[config.mk]
export PLATFORM = sky130hd
export DESIGN_NAME = bsm_boot_mode_select
export DESIGN_NICKNAME = d
export VERILOG_FILES = /design/src/hw/bsm_pkg.sv /design/src/hw/bsm_boot_mode_select.sv
export SDC_FILE = /design/constraint.sdc
export NUM_CORES = 1
export LEC_CHECK = 0
export ABC_AREA = 1
export BUFFER_PORTS_ARGS = -buffer_cell sky130_fd_sc_hd__buf_2
export CAP_MARGIN = 20
export CELL_PAD_IN_SITES_DETAIL_PLACEMENT = 2
export CELL_PAD_IN_SITES_GLOBAL_PLACEMENT = 2
export CORE_MARGIN = 2
export CORE_UTILIZATION = 30
export CTS_BUF_LIST = sky130_fd_sc_hd__clkbuf_2
export DETAILED_ROUTE_END_ITERATION = 10
export PLACE_DENSITY_LB_ADDON = 0.1
export SLEW_MARGIN = 10
export SYNTH_ARGS = -nofsm -noshare
export SYNTH_HDL_FRONTEND = slang
export SYNTH_SLANG_ARGS = --single-unit
[constraint.sdc]
create_clock -name clk -period 1.4 [get_ports clk]
set_input_delay 0.21 -clock clk [delete_from_list [all_inputs] [get_ports clk]]
set_output_delay 0.21 -clock clk [all_outputs]
set_load 0.005 [all_outputs]
[src/hw/bsm_pkg.sv]
// Constants and types for the boot strap mode selector
`default_nettype none

package bsm_pkg;

    // Strap level patterns, strap a in bit 1, strap b in bit 0
    localparam logic [1:0] BSM_STRAP_FLASH  = 2'h3;
    localparam logic [1:0] BSM_STRAP_CAN    = 2'h2;
    localparam logic [1:0] BSM_STRAP_USB    = 2'h1;
    localparam logic [1:0] BSM_STRAP_SERIAL = 2'h0;

    // Most pins that start-up may reserve, straps included
    localparam int unsigned BSM_MAX_PINS = 4;

    // Pins every boot holds as straps, and link pins per serial path
    localparam int unsigned BSM_STRAP_PINS = 2;
    localparam int unsigned BSM_LINK_PINS  = 2;

    // Boot modes, one-hot
    typedef enum logic [3:0] {
        BSM_MODE_FLASH  = 4'h1,
        BSM_MODE_CAN    = 4'h2,
        BSM_MODE_USB    = 4'h4,
        BSM_MODE_SERIAL = 4'h8
    } bsm_mode_t;

    // Sequencer states, one-hot
    typedef enum logic [3:0] {
        BSM_ST_SAMPLE = 4'h1,
        BSM_ST_DECIDE = 4'h2,
        BSM_ST_CLAIM  = 4'h4,
        BSM_ST_DONE   = 4'h8
    } bsm_state_t;

endpackage

`default_nettype wire

[src/hw/bsm_boot_mode_select.sv]
// Boot strap mode selector: samples straps once, picks a start-up path, claims link pins
`timescale 1ns/100ps
`default_nettype none

module bsm_boot_mode_select
    import bsm_pkg::*;
(
    input  wire logic       clk,
    input  wire logic       reset_n,
    input  wire logic       boot_strap_a,
    input  wire logic       boot_strap_b,
    input  wire logic       image_check_done,
    input  wire logic       image_valid,
    output var  logic       mode_valid,
    output var  logic       boot_from_flash,
    output var  logic       in_system_programming,
    output var  logic [3:0] boot_mode,
    output var  logic       claim_serial_port0,
    output var  logic       claim_can_port,
    output var  logic       claim_usb_bus_power_sense,
    output var  logic       straps_released
);

    typedef struct packed {
        bsm_state_t state;
        logic [1:0] straps;
        bsm_mode_t  mode;
        logic       mode_valid;
        logic [3:0] mode_out;
        logic       flash;
        logic       prog;
        logic       serial;
        logic       can;
        logic       usb;
        logic       released;
    } bsm_regs_t;

    bsm_regs_t r;
    bsm_regs_t next_r;

    // ------------------------------------------------------------
    // Sequencer
    // ------------------------------------------------------------
    always_comb begin
        next_r = r;
        case (r.state)
            BSM_ST_SAMPLE: begin
                next_r.straps = {boot_strap_a, boot_strap_b};
                next_r.state  = BSM_ST_DECIDE;
            end
            BSM_ST_DECIDE: begin
                case (r.straps)
                    BSM_STRAP_FLASH: begin
                        // Wait for the image check before choosing
                        if (image_check_done) begin
                            next_r.mode  = image_valid ? BSM_MODE_FLASH : BSM_MODE_USB;
                            next_r.state = BSM_ST_CLAIM;
                        end
                    end
                    BSM_STRAP_CAN: begin
                        next_r.mode  = BSM_MODE_CAN;
                        next_r.state = BSM_ST_CLAIM;
                    end
                    BSM_STRAP_USB: begin
                        next_r.mode  = BSM_MODE_USB;
                        next_r.state = BSM_ST_CLAIM;
                    end
                    default: begin
                        next_r.mode  = BSM_MODE_SERIAL;
                        next_r.state = BSM_ST_CLAIM;
                    end
                endcase
            end
            BSM_ST_CLAIM: begin
                // Mode is settled; claim only its own link pins
                next_r.mode_valid = 1'b1;
                next_r.flash      = (r.mode == BSM_MODE_FLASH);
                next_r.mode_out   = r.mode;
                next_r.prog       = (r.mode != BSM_MODE_FLASH);
                next_r.serial     = (r.mode == BSM_MODE_SERIAL);
                next_r.can        = (r.mode == BSM_MODE_CAN);
                next_r.usb        = (r.mode == BSM_MODE_USB);
                // Both straps flagged released in every mode, flash boot included
                next_r.released   = 1'b1;
                next_r.state      = BSM_ST_DONE;
            end
            BSM_ST_DONE: begin
                next_r.state = BSM_ST_DONE;
            end
            default: begin
                next_r.state = BSM_ST_SAMPLE;
            end
        endcase
    end

    always_ff @(posedge clk) begin
        if (!reset_n) begin
            r.state      <= BSM_ST_SAMPLE;
            r.straps     <= 2'h0;
            r.mode       <= BSM_MODE_FLASH;
            r.mode_valid <= 1'b0;
            r.mode_out   <= '0;
            r.flash      <= 1'b0;
            r.prog       <= 1'b0;
            r.serial     <= 1'b0;
            r.can        <= 1'b0;
            r.usb        <= 1'b0;
            r.released   <= 1'b0;
        end else begin
            r <= next_r;
        end
    end

    // ------------------------------------------------------------
    // Outputs, each straight from a register
    // ------------------------------------------------------------
    assign mode_valid                = r.mode_valid;
    assign boot_from_flash           = r.flash;
    assign in_system_programming     = r.prog;
    assign boot_mode                 = r.mode_out;
    assign claim_serial_port0        = r.serial;
    assign claim_can_port            = r.can;
    assign claim_usb_bus_power_sense = r.usb;
    assign straps_released           = r.released;

    // ------------------------------------------------------------
    // Checks
    // ------------------------------------------------------------
    logic [2:0] pin_count;
    // Straps always count; serial and CAN add link pins, USB reuses strap b
    assign pin_count = 3'(BSM_STRAP_PINS) + ((r.serial || r.can) ? 3'(BSM_LINK_PINS) : '0);

    pin_budget_a: assert property (@(posedge clk) disable iff (!reset_n)
        pin_count <= 3'(BSM_MAX_PINS)) else $error("too many boot pins");

    claim_after_mode_a: assert property (@(posedge clk) disable iff (!reset_n)
        (claim_serial_port0 || claim_can_port || claim_usb_bus_power_sense) |-> mode_valid)
        else $error("pins claimed before mode settled");

    one_claim_a: assert property (@(posedge clk) disable iff (!reset_n)
        $onehot0({claim_serial_port0, claim_can_port, claim_usb_bus_power_sense}))
        else $error("more than one link claimed");

    mode_hold_a: assert property (@(posedge clk) disable iff (!reset_n)
        $past(mode_valid) && mode_valid |-> $stable(boot_mode))
        else $error("boot mode changed after latch");

    can_decode_a: assert property (@(posedge clk) disable iff (!reset_n)
        $rose(mode_valid) && r.straps == BSM_STRAP_CAN |-> claim_can_port)
        else $error("can strap not decoded");

    serial_decode_a: assert property (@(posedge clk) disable iff (!reset_n)
        $rose(mode_valid) && r.straps == BSM_STRAP_SERIAL |-> claim_serial_port0)
        else $error("serial strap not decoded");

    usb_decode_a: assert property (@(posedge clk) disable iff (!reset_n)
        $rose(mode_valid) && r.straps == BSM_STRAP_USB |-> claim_usb_bus_power_sense)
        else $error("usb strap not decoded");

    flash_fallback_a: assert property (@(posedge clk) disable iff (!reset_n)
        $rose(mode_valid) && r.straps == BSM_STRAP_FLASH |->
            (boot_from_flash ^ claim_usb_bus_power_sense))
        else $error("flash boot decode wrong");

    prog_flag_a: assert property (@(posedge clk) disable iff (!reset_n)
        mode_valid |-> (boot_from_flash != in_system_programming))
        else $error("flash and programming flags disagree");

    strap_sample_a: assert property (@(posedge clk) disable iff (!reset_n)
        r.state == BSM_ST_SAMPLE |=> r.straps == {$past(boot_strap_a), $past(boot_strap_b)})
        else $error("straps not sampled at boot");

    decide_step_a: assert property (@(posedge clk) disable iff (!reset_n)
        r.state == BSM_ST_DECIDE && r.straps != BSM_STRAP_FLASH |=> r.state == BSM_ST_CLAIM)
        else $error("strap decode stalled");

    flash_wait_a: assert property (@(posedge clk) disable iff (!reset_n)
        r.state == BSM_ST_DECIDE && r.straps == BSM_STRAP_FLASH && !image_check_done
            |=> r.state == BSM_ST_DECIDE)
        else $error("flash boot chosen before image check");

    idle_outputs_a: assert property (@(posedge clk) disable iff (!reset_n)
        !mode_valid |-> boot_mode == '0 && !claim_serial_port0 && !claim_can_port)
        else $error("outputs active before mode settled");

    prog_claim_a: assert property (@(posedge clk) disable iff (!reset_n)
        in_system_programming |-> mode_valid)
        else $error("programming flagged before mode settled");

    release_sync_a: assert property (@(posedge clk) disable iff (!reset_n)
        straps_released == mode_valid)
        else $error("straps released out of step with mode");

    flash_free_a: assert property (@(posedge clk) disable iff (!reset_n)
        boot_from_flash |-> !(claim_serial_port0 || claim_can_port || claim_usb_bus_power_sense))
        else $error("link pins claimed in flash boot");

    usb_sense_a: assert property (@(posedge clk) disable iff (!reset_n)
        mode_valid && boot_mode == BSM_MODE_USB |-> claim_usb_bus_power_sense)
        else $error("usb mode without bus-power sense");

    strap_latch_a: assert property (@(posedge clk) disable iff (!reset_n)
        r.state == BSM_ST_DONE |-> $stable(r.straps))
        else $error("straps resampled after decision");

    claim_hold_a: assert property (@(posedge clk) disable iff (!reset_n)
        $past(mode_valid) && mode_valid
            |-> $stable({claim_serial_port0, claim_can_port, claim_usb_bus_power_sense}))
        else $error("link claim changed after latch");

endmodule

`default_nettype wire

# Word-level counts from Yosys, hierarchy flattened
# Index checks and enable logic that the tools add are counted.
[op_classes] addsub=0 multipliers=0 n_div=0 magnitude_cmp=0 n_eq_ne=14 shift=0 n_mux=6 bitwise_logic=0 reduce_logical=2
[ops] op="$pmux 4 s3" n=2
[ops] op="$mux 4" n=3
[ops] op="$eq 4x1->1 const B" n=2
[ops] op="$eq 4x2->1 const B" n=2
[ops] op="$eq 4x3->1 const B" n=2
[ops] op="$eq 4x4->1 const B" n=2
[ops] op="$eq 2x2->1 const B" n=2
[ops] op="$ne 4x1->1 const B" n=1
[ops] op="$mux 3" n=1
[ops] op="$ne 3x3->1 const B" n=1
[ops] op="$eq 2x1->1 const B" n=1
[ops] op="$ne 2x2->1 const B" n=1
[ops] op="$reduce_and 2->1" n=1
[ops] op="$reduce_or 2->1" n=1
[word_totals] register_bits=20 latch_bits=0 ramBits=0 mem_bits_ro=0 input_bits=6 out_inout_bits=11 mem_count=0

# Longest topological paths before layout
# Gate-level depths: netlist of run 1.
[depth] depth_word=3 ltp_mapped=6 ltp_nobuf=6

# Worst setup path before layout of run 1
# No wires, ideal clock.
[synth_path] kind="reg-to-reg" startpoint="register r[19] in the netlist's numbering" endpoint="register r (netlist bit boot_mode[0])" setup_ns=0.116 t_arrival_ns=0.837 required_ns=1.284 slack_ns=0.448 stages_incl_launch_ff=6 n_path_buf=0 period_less_slack_ns=0.952 cell_sequence="dfxtp_1 inv_1 nor2_1 nand2_2 o21ai_0 nor2_1"
[synth_between] elab_chain_cells=1
[synth_lines] item="start, declared" line="bsm_boot_mode_select.sv:38" text="bsm_regs_t r;"
[synth_lines] item="start signal, assigned" line="bsm_boot_mode_select.sv:110" text="r <= next_r;"
[synth_lines] item="$eq 4x3->1" line="bsm_boot_mode_select.sv:46" text="case (r.state)"
# Every way passes these cells.
# A chain may end at the register's enable or synchronous reset.

# Worst setup path after layout of run 1
# Ends and elaborated chain as after synthesis.

==> results of run 1 <==
-- metal layers --
layer	vias to the layer above	global-route usage (%)	part of all wire [%]
li1	400	-	-
met1	373	18.8	47
met2	10	23.7	49
met3	2	2.04	3.2
met4	0	5.98	0.71
met5	-	0	0
-- placed cells by master (no fill, tap or decap) --
| cell type | instances |
|---|---|
| nor2_4 | 1 |
| nand3_1 | 10 |
| nand4_1 | 3 |
| nand2_2 | 3 |
| a21oi_1 | 11 |
| dfxtp_1 | 20 |
| clkbuf_2 | 3 |
| o21ai_0 | 2 |
| buf_2 | 16 |
| nor2_2 | 1 |
| bufinv_16 | 1 |
| nand2_1 | 26 |
| nor2_1 | 22 |
| inv_1 | 14 |
| nand3_2 | 1 |
-- path summary, 6_finish.rpt --
path	from	endpoint	slack [ns]
min reg2reg	in_system_programming	in_system_programming	0.48
min	boot_strap_a	r[16]	0.11
max reg2reg	r[19]	boot_mode[0]	0.23
max	r[19]	boot_mode[0]	0.23
-- stage by stage --
step                setup WS (ns)  total power (W)
floorplan                   0.448         0.000770
CTS                         0.199          0.00127
global placement            0.279         0.000812
global route               0.0985          0.00132
detailed placement          0.202         0.000822
finish                      0.228          0.00124
-- cell families (layout without fill, tap and decap cells) --
| group | Yosys count | count (layout) | share of synthesized area [%] |
|---|---|---|---|
| AOI/OAI and AO/OA | 13 | 13 | 7.56 |
| buffers and inverters | 21 | 34 | 11.6 |
| DFF | 20 | 20 | 46.5 |
| and+or+nand+nor | 67 | 67 | 34.3 |
-- final cells by class --
type                            instances  area (sq um)
Clock inverter                          1          30.0
Multi-Input combinational cell         80           360
Fill cell                             345          1760
Timing Repair Buffer                   16          80.1
Clock buffer                            3          15.0
Tap cell                               31          38.8
Inverter                               14          52.6
Sequential cell                        20           400
-- registers in the layout, indices dropped and copies added, names as in the netlist --
| signal | flops |
|---|---|
| claim_can_port | 1 |
| claim_serial_port0 | 1 |
| claim_usb_bus_power_sense | 1 |
| in_system_programming | 1 |
| boot_from_flash | 1 |
| boot_mode | 4 |
| straps_released | 1 |
| r | 10 |
-- critical path, cell delays in order (launching register included) --
cell,delay (ns)
dfxtp_1,0.44
inv_1,0.09
nor2_1,0.15
nand2_2,0.15
o21ai_0,0.22
nor2_1,0.06
-- power groups by stage --
stage | clock network, W | registers, W | logic [W]
floorplan | 0 | 0.000640 | 0.000129
global placement | 0 | 0.000650 | 0.000162
detailed placement | 0 | 0.000651 | 0.000171
CTS | 0.000459 | 0.000641 | 0.000173
global route | 0.000479 | 0.000646 | 0.000198
finish | 0.000436 | 0.000639 | 0.000168
==> results.json, run 1 <==
{
  "std_cell_rows": 19,
  "netSwitchingFraction_pct": 27.1,
  "min_period_ns": 1.17,
  "rsz0062_at_grt": "no",
  "holdPathStages": 3,
  "power_switching_w": 0.000337,
  "yosysSeqAreaShare_pct": 46.5,
  "cp_max_fo": 8,
  "dieArea_sq_um": 3310,
  "setup_viol": 0,
  "ys_ff_latch": 20,
  "dpl_cell_area_sq_um": 932,
  "cts_buffers": 3,
  "cts_hold_buf": 0,
  "die_w_microns": 57.6,
  "syn_inst": 121,
  "drt_wl_total_mm": 2.11,
  "grt_overflow": 0,
  "syn_avg_cell_area_sq_um": 7.11,
  "num_antenna_cells": 0,
  "p_comb_share_pct": 13.5,
  "fin_area_sq_um": 977,
  "leakage_nw": 0.450,
  "routabilityCongestion": 0.717,
  "track_usage_pct": 14.4,
  "synth-edff-count": 0,
  "cts_tree": "done",
  "post_drt_wl_per_cell_microns": 12.8,
  "slew_violations": 0,
  "drc": 0,
  "critPathRequiredTime_ns": 1.65,
  "yosysWarnings": 0,
  "drtIter0Drc": 5,
  "clk_pin_slew_ns": 0.21,
  "port_buffers": 16,
  "vias": 785,
  "cp-end-kind": "flip-flop",
  "p_clk_share_pct": 35.1,
  "max_freq_mhz": 853,
  "crit_arrival_ns": 1.43,
  "power.density_nw_per_um2": 1270,
  "yosysTopAreaCell": "dfxtp_1",
  "ys_types": 15,
  "drive_gt1_share_pct": 19.4,
  "nNetsFinal": 141,
  "synth_nets": 127,
  "hold_viol_final": 0,
  "outcome": "finished clean",
  "critical_path_class": "reg -> reg",
  "fin_util_pct": 35.7,
  "drt-pass1-iter-count": 4,
  "worstMarginPinSlew_ns": 0.439,
  "clock_sinks": 20,
  "synthTopCellsByCount": "nand2_1 (26), nor2_1 (22), dfxtp_1 (20), inv_1 (14), a21oi_1 (11)",
  "r2r_cells": 5,
  "core_area_sq_um": 2730,
  "synthTopCellsByArea": "dfxtp_1 (47%), nand2_1 (11%), nor2_1 (9.6%)",
  "placedCellCount": 161,
  "skew_ns": 0.0144,
  "startpoint_type": "flip-flop",
  "drv_cap": 0,
  "grt_pass1_vias": 824,
  "area_delta_synth_final_pct": 13.5,
  "hold_path_class": "in -> reg",
  "io_pins": 17,
  "synth_flop_cell": "dfxtp_1",
  "hold_ws_ns": 0.109,
  "hpwlAfterDp_mm": 1.62,
  "final.setup.tns_ns": 0,
  "yosysTopAreaCellShare_pct": 46.5,
  "post-route-period-util_pct": 83.7,
  "grt_first_pass_wirelength_mm": 3.67,
  "antenna_found_initial": 0,
  "die_y_microns": 57.6,
  "clockBufferDepth": 2,
  "viasPerCell": 4.76,
  "grt_max_degree": 14,
  "synth-async-reset-ratio_pct": 0,
  "synth_most_common_cell": "nand2_1",
  "clk_latency_ns": 0.33,
  "syn_area_sq_um": 861,
  "start_util_pct": 31.5,
  "timing.slew.headroom_pct": 70.7,
  "postRouteAntennaNets": 0,
  "cts_max_level": 1,
  "post_cts_buffers": 0,
  "power_frac_seq_pct": 51.4,
  "intPower_w": 0.000906,
  "root_buffer": "clkbuf_2",
  "ir_worst_vdd_uv": 590,
  "cts.repair.resized": 0,
  "layout.cells.non_filler": 165
}
Note: power is estimated with default switching activity, not from simulation.
==> inputs of run 2 (changes only) <==
Settings changed: ABC_AREA 1 to 0.
Clock period 1.4 ns to 0.98 ns, I/O delays scaled along.
==> run 2 against run 1 <==
Net effect: the run now ends with negative setup slack left; sequential share of layout area decreased by 8.3 points; sequential cell count unchanged; global-route usage increased by 2.1 points; clock power decreased by 16%; setup slack got worse by 0.69 ns; clock-buffer cell count unchanged; fmax decreased by 19%; critical endpoint is now r[14]; largest cell class is now multi-input gates; highest routed layer unchanged.
==> results.json, run 2 <==
{
  "hpwlAfterDp_mm": 1.68,
  "drc": 0,
  "drt-pass1-iter-count": 4,
  "final.setup.tns_ns": -6.96,
  "die_w_microns": 58.2,
  "core_area_sq_um": 2780,
  "min_period_ns": 1.44,
  "dieArea_sq_um": 3390,
  "start_util_pct": 31.7,
  "track_usage_pct": 16.5,
  "clock_sinks": 20,
  "startpoint_type": "flip-flop",
  "synth-edff-count": 0,
  "cts_buffers": 3,
  "hold_path_class": "in -> reg",
  "routabilityCongestion": 0.749,
  "synth_flop_cell": "dfxtp_1",
  "grt_overflow": 0,
  "critical_path_class": "reg -> reg",
  "netSwitchingFraction_pct": 33.4,
  "timing.slew.headroom_pct": 78.7,
  "synthTopCellsByCount": "dfxtp_1 (20), nand2_1 (16), a21oi_1 (8), nor2_1 (8), buf_4 (6)",
  "top_register": "r",
  "yosysWarnings": 0,
  "placedCellCount": 145,
  "hold_viol_final": 0,
  "outcome": "complete, but fails checks",
  "syn_avg_cell_area_sq_um": 9.19,
  "intPower_w": 0.00148,
  "clk_pin_slew_ns": 0.20,
  "post-route-period-util_pct": 147,
  "clockBufferDepth": 2,
  "area_delta_synth_final_pct": 45.1,
  "post_drt_wl_per_cell_microns": 16.2,
  "max_freq_mhz": 694,
  "leakage_nw": 0.540,
  "p_comb_share_pct": 38.7,
  "worstMarginPinSlew_ns": 0.318,
  "cp_max_fo": 5,
  "largest_reg_flops": 10,
  "vias": 809,
  "ir_worst_vdd_uv": 965,
  "post-place-ws_ns": -0.402,
  "grt_pass1_vias": 862,
  "synth_most_common_cell": "dfxtp_1",
  "cp_num_buf_inv": 0,
  "power_switching_w": 0.000742,
  "ys_types": 30,
  "postRouteAntennaNets": 0,
  "yosysTopAreaCell": "dfxtp_1",
  "yosysTopAreaCellShare_pct": 45.4,
  "slew_violations": 0,
  "layout.cells.non_filler": 160,
  "worst_path_max_delay_cell": "or4b_4",
  "clk_latency_ns": 0.33,
  "cpLargestDelayFamily": "simple AND/OR/NAND/NOR gates",
  "cts_hold_buf": 0,
  "drtIter0Drc": 17,
  "rsz0062_at_grt": "yes",
  "power_frac_seq_pct": 44.8,
  "fin_util_pct": 46.0,
  "syn_inst": 96,
  "viasPerCell": 5.06,
  "power.density_nw_per_um2": 1740,
  "drive_gt1_share_pct": 58.1,
  "std_cell_rows": 19,
  "io_pins": 17,
  "slowest_delay_ns": 0.57,
  "antenna_found_initial": 0,
  "synthTopCellsByArea": "dfxtp_1 (45%), nand2_1 (6.8%), buf_4 (5.1%)",
  "cp-end-kind": "flip-flop",
  "final_cell_mix": "buf_4 (21), dfxtp_2 (14), buf_2 (12), nand2_1 (10), nor2_1 (8)",
  "syn_area_sq_um": 882,
  "num_antenna_cells": 0,
  "skew_ns": 0.00187,
  "grt_first_pass_wirelength_mm": 4.23,
  "setup_viol": 21,
  "drt_wl_total_mm": 2.60,
  "synth_nets": 102,
  "synth-async-reset-ratio_pct": 0,
  "setup_ws_ns": -0.460,
  "drv_cap": 0,
  "root_buffer": "clkbuf_2",
  "cts_tree": "done",
  "failed_checks": "negative setup slack",
  "port_buffers": 16,
  "final_common_cell": "buf_4",
  "worstPathCellList": "or4b_4 > o21bai_4 > a31o_1",
  "yosysSeqAreaShare_pct": 45.4,
  "nNetsFinal": 136,
  "ys_ff_latch": 20,
  "grt_max_degree": 12,
  "p_clk_share_pct": 16.5,
  "cts_max_level": 1,
  "die_y_microns": 58.2,
  "crit_arrival_ns": 1.69,
  "critPathRequiredTime_ns": 1.23
}
==> run 2: power groups by stage <==
stage | Clock (W) | Sequential, W | Combinational, W
2_1_floorplan | 0 | 0.000980 | 0.000450
3_3_place_gp | 0 | 0.000993 | 0.000673
3_5_place_dp | 0 | 0.000993 | 0.000705
4_1_cts | 0.000378 | 0.000990 | 0.000837
5_1_grt | 0.000444 | 0.00101 | 0.000951
6_report | 0.000366 | 0.000996 | 0.000861
==> run 2: worst paths after layout <==
kind	start	to	slack, ns	depth (start not counted)
hold / removal	boot_strap_a	r[16]	0.03	3
setup reg to reg	r[19]	r[14]	-0.46	3
hold reg to reg	boot_mode[0]	boot_mode[0]	0.49	2
setup / recovery	r[19]	r[14]	-0.46	3
==> run 2: through the flow <==
step | power, W | instance area (sq um) | hold slack [ns]
2_1_floorplan | 0.00143 | 905 | 0.294
3_5_place_dp | 0.00170 | 1040 | 0.399
3_3_place_gp | 0.00167 | 1040 | 0.381
4_1_cts | 0.00220 | 1140 | 0.0334
5_1_grt | 0.00240 | 1280 | -0.00428
6_report | 0.00222 | 1280 | 0.0347
==> run 2: kinds of logic after synthesis <==
logic type / share of synthesized area, %
mux: 4.54
buf+inv: 9.79
flops: 45.4
simple gates: 23.8
compound gates: 14.5
xor+xnor: 1.99
==> run 2: tightest hold or removal path: stages <==
cell     delay (ns)
buf_2          0.08
mux2i_1        0.06
nor2_1         0.07
==> run 2: area by class of cell <==
class	instances	area, sq um
Inverter	2	7.51
Clock inverter	1	3.75
Clock buffer	3	15.0
Multi-Input combinational cell	62	480
Timing Repair Buffer	41	317
Sequential cell	20	418
Fill cell	314	1500
Tap cell	31	38.8
==> run 2: what timing repair did <==
item | CTS | global route
setup endpoints to repair | 26 | 31
setup buffers | 2 | 9
pin swaps | 11 | 8
resized for setup | 23 | 14
cloned | 0 | 0
hold endpoints to repair | 0 | 0
==> run 2: per-layer routing <==
metal | wire (microns) | track usage [%] | vias to the layer above | share of wire, %
met1 | 1150 | 21.2 | 394 | 44
met4 | 19 | 4.98 | 0 | 0.73
met3 | 61 | 2.01 | 2 | 2.4
met2 | 1360 | 28.7 | 13 | 53
met5 | 0 | 0 | - | 0
li1 | - | - | 400 | -
==> inputs of run 3 (changes only) <==
Settings changed: MAX_ROUTING_LAYER set to met4, REMOVE_ABC_BUFFERS set to 1.
==> run 3 against run 2 <==
Net effect: the run still ends with negative setup slack left; register-to-register slack hardly changed; non-clock buffer count increased by 5; first-iteration DRC count fell by 65%; clock-buffer cell count is the same; global-route usage grew 0.66 points; total power is 0.62% higher; critical path depth is the same; utilization rose by 1.0 points; sequential cell count is the same; die area stayed put; cell area is 2.2% higher; clock skew is 0.0022 ns higher; critical endpoint is now r[11]; largest power group unchanged.
==> results.json, run 3 (synthesis gave the netlist of run 2 again) <==
{
  "routabilityCongestion": 0.740,
  "slew_violations": 0,
  "hpwlAfterDp_mm": 1.69,
  "grt_overflow": 0,
  "power.density_nw_per_um2": 1710,
  "std_cell_rows": 19,
  "worstPathCellList": "or4b_4 > o21bai_4 > mux2i_1",
  "ir_worst_vdd_uv": 825,
  "worst_path_max_delay_cell": "or4b_4",
  "crit_arrival_ns": 1.69,
  "p_total_w": 0.00224,
  "viasPerCell": 5.10,
  "r2r_start": "r[19]",
  "failed_checks": "negative setup slack",
  "die_w_microns": 58.2,
  "cp_max_fo": 4,
  "track_usage_pct": 17.2,
  "root_buffer": "clkbuf_2",
  "vias": 842,
  "max_freq_mhz": 696,
  "area_delta_synth_final_pct": 48.4,
  "critical_path_class": "reg -> reg",
  "drtIter0Drc": 6,
  "postRouteAntennaNets": 0,
  "final_common_cell": "buf_4",
  "drive_gt1_share_pct": 56.0,
  "final_cell_mix": "buf_4 (22), nand2_1 (14), dfxtp_2 (13), buf_2 (13), buf_6 (10)",
  "cp-end-kind": "flip-flop",
  "rr_endpoint": "r[11]",
  "outcome": "complete, but fails checks",
  "die_y_microns": 58.2,
  "holdPathStages": 3,
  "cts_max_level": 1,
  "drt-pass1-iter-count": 4,
  "drc": 0,
  "rsz0062_at_grt": "yes",
  "fin_area_sq_um": 1310,
  "multiInputGateArea_sq_um": 464,
  "port_buffers": 16,
  "grt_pass1_vias": 848,
  "cts_buffers": 3,
  "startpoint_type": "flip-flop",
  "critPathRequiredTime_ns": 1.23,
  "setup_viol": 20,
  "drv_cap": 0,
  "r2r_cells": 3,
  "clockBufferDepth": 2,
  "hold_path_class": "in -> reg",
  "crit_end": "r[11]",
  "clk_pin_slew_ns": 0.19,
  "nNetsFinal": 141,
  "seq_area_sq_um": 417,
  "cts_tree": "done",
  "startpoint": "r[19]",
  "post-route-period-util_pct": 147,
  "nFillCells": 295,
  "min_period_ns": 1.44,
  "skew_ns": 0.00409,
  "r2r_slack_ns": -0.46,
  "dpl_cell_area_sq_um": 1070,
  "timing.slew.headroom_pct": 78.4,
  "clock_sinks": 20,
  "top_register": "r",
  "hold_viol_final": 0,
  "slowest_delay_ns": 0.57,
  "post_drt_wl_per_cell_microns": 16.6,
  "dieArea_sq_um": 3390,
  "leakage_nw": 0.583,
  "grt_max_degree": 12,
  "drt_wl_total_mm": 2.74,
  "antenna_found_initial": 0,
  "largest_reg_flops": 10,
  "core_area_sq_um": 2780,
  "start_util_pct": 31.7,
  "worstMarginPinSlew_ns": 0.322,
  "io_pins": 17,
  "setup_ws_ns": -0.456,
  "clk_latency_ns": 0.32,
  "grt_first_pass_wirelength_mm": 4.17,
  "num_antenna_cells": 0
}
run 3: cell count changes in the layout (fill, tap and decap cells not counted), sizes merged:
cell	change
buf	+5
run 3: worst max-delay path, delay by kind of cell, from the launching register on:
kind | cells | cell delay [ns]
muxes | 1 | 0.21
DFF | 1 | 0.37
AOI/OAI and AO/OA | 1 | 0.22
and+or+nand+nor | 1 | 0.57
run 3: area by class of cell:
class / instances / share of cell area, %
Multi-Input combinational cell: 62 / 35.5
Sequential cell: 20 / 31.8
Timing Repair Buffer: 46 / 27.7
Tap cell: 31 / 2.96
Clock buffer: 3 / 1.15
Inverter: 2 / 0.574
Clock inverter: 1 / 0.287
run 3: timing repair:
item                                    in CTS  in global routing
setup buffers                                9                  3
pin swaps                                   18                  1
gates cloned                                 0                  0
endpoints found under the setup margin      21                 31
resized for setup                           22                 15
hold buffers                                 0                  0
run 3: per-stage QoR:
step           TNS [ns]  utilization, %  cells  setup WS, ns  hold slack, ns
6_report          -7.04            47.1    165        -0.456          0.0462
3_3_place_gp      -6.54            38.5    149        -0.448           0.379
4_1_cts           -6.50            44.4    162        -0.420          0.0495
2_1_floorplan     -6.76               -     84        -0.468           0.253
5_1_grt           -8.82            47.1    165        -0.486          0.0147
3_5_place_dp      -7.02            38.5    149        -0.477           0.400
run 3: worst min path at each step:
stage                      start     to  slack, ns
floorplan                reset_n  r[17]       0.25
global placement    boot_strap_a  r[16]       0.38
detailed placement  boot_strap_a  r[16]       0.40
CTS                 boot_strap_a  r[16]       0.05
global route        boot_strap_a  r[16]       0.01
finish              boot_strap_a  r[16]       0.05
run 3: power by group:
| group | leakage, nW | switching, W | internal [W] |
|---|---|---|---|
| clock | 0.0140 | 0.000263 | 0.0000887 |
| sequential | 0.168 | 0.0000997 | 0.000916 |
| combinational | 0.401 | 0.000378 | 0.000492 |
| total | 0.583 | 0.000740 | 0.00150 |
run 3: routing by layer:
layer  routed length, microns  track usage (%)
met5                        0                -
met4                       34             2.99
met3                       83             4.69
met2                     1420             28.9
met1                     1200             20.8
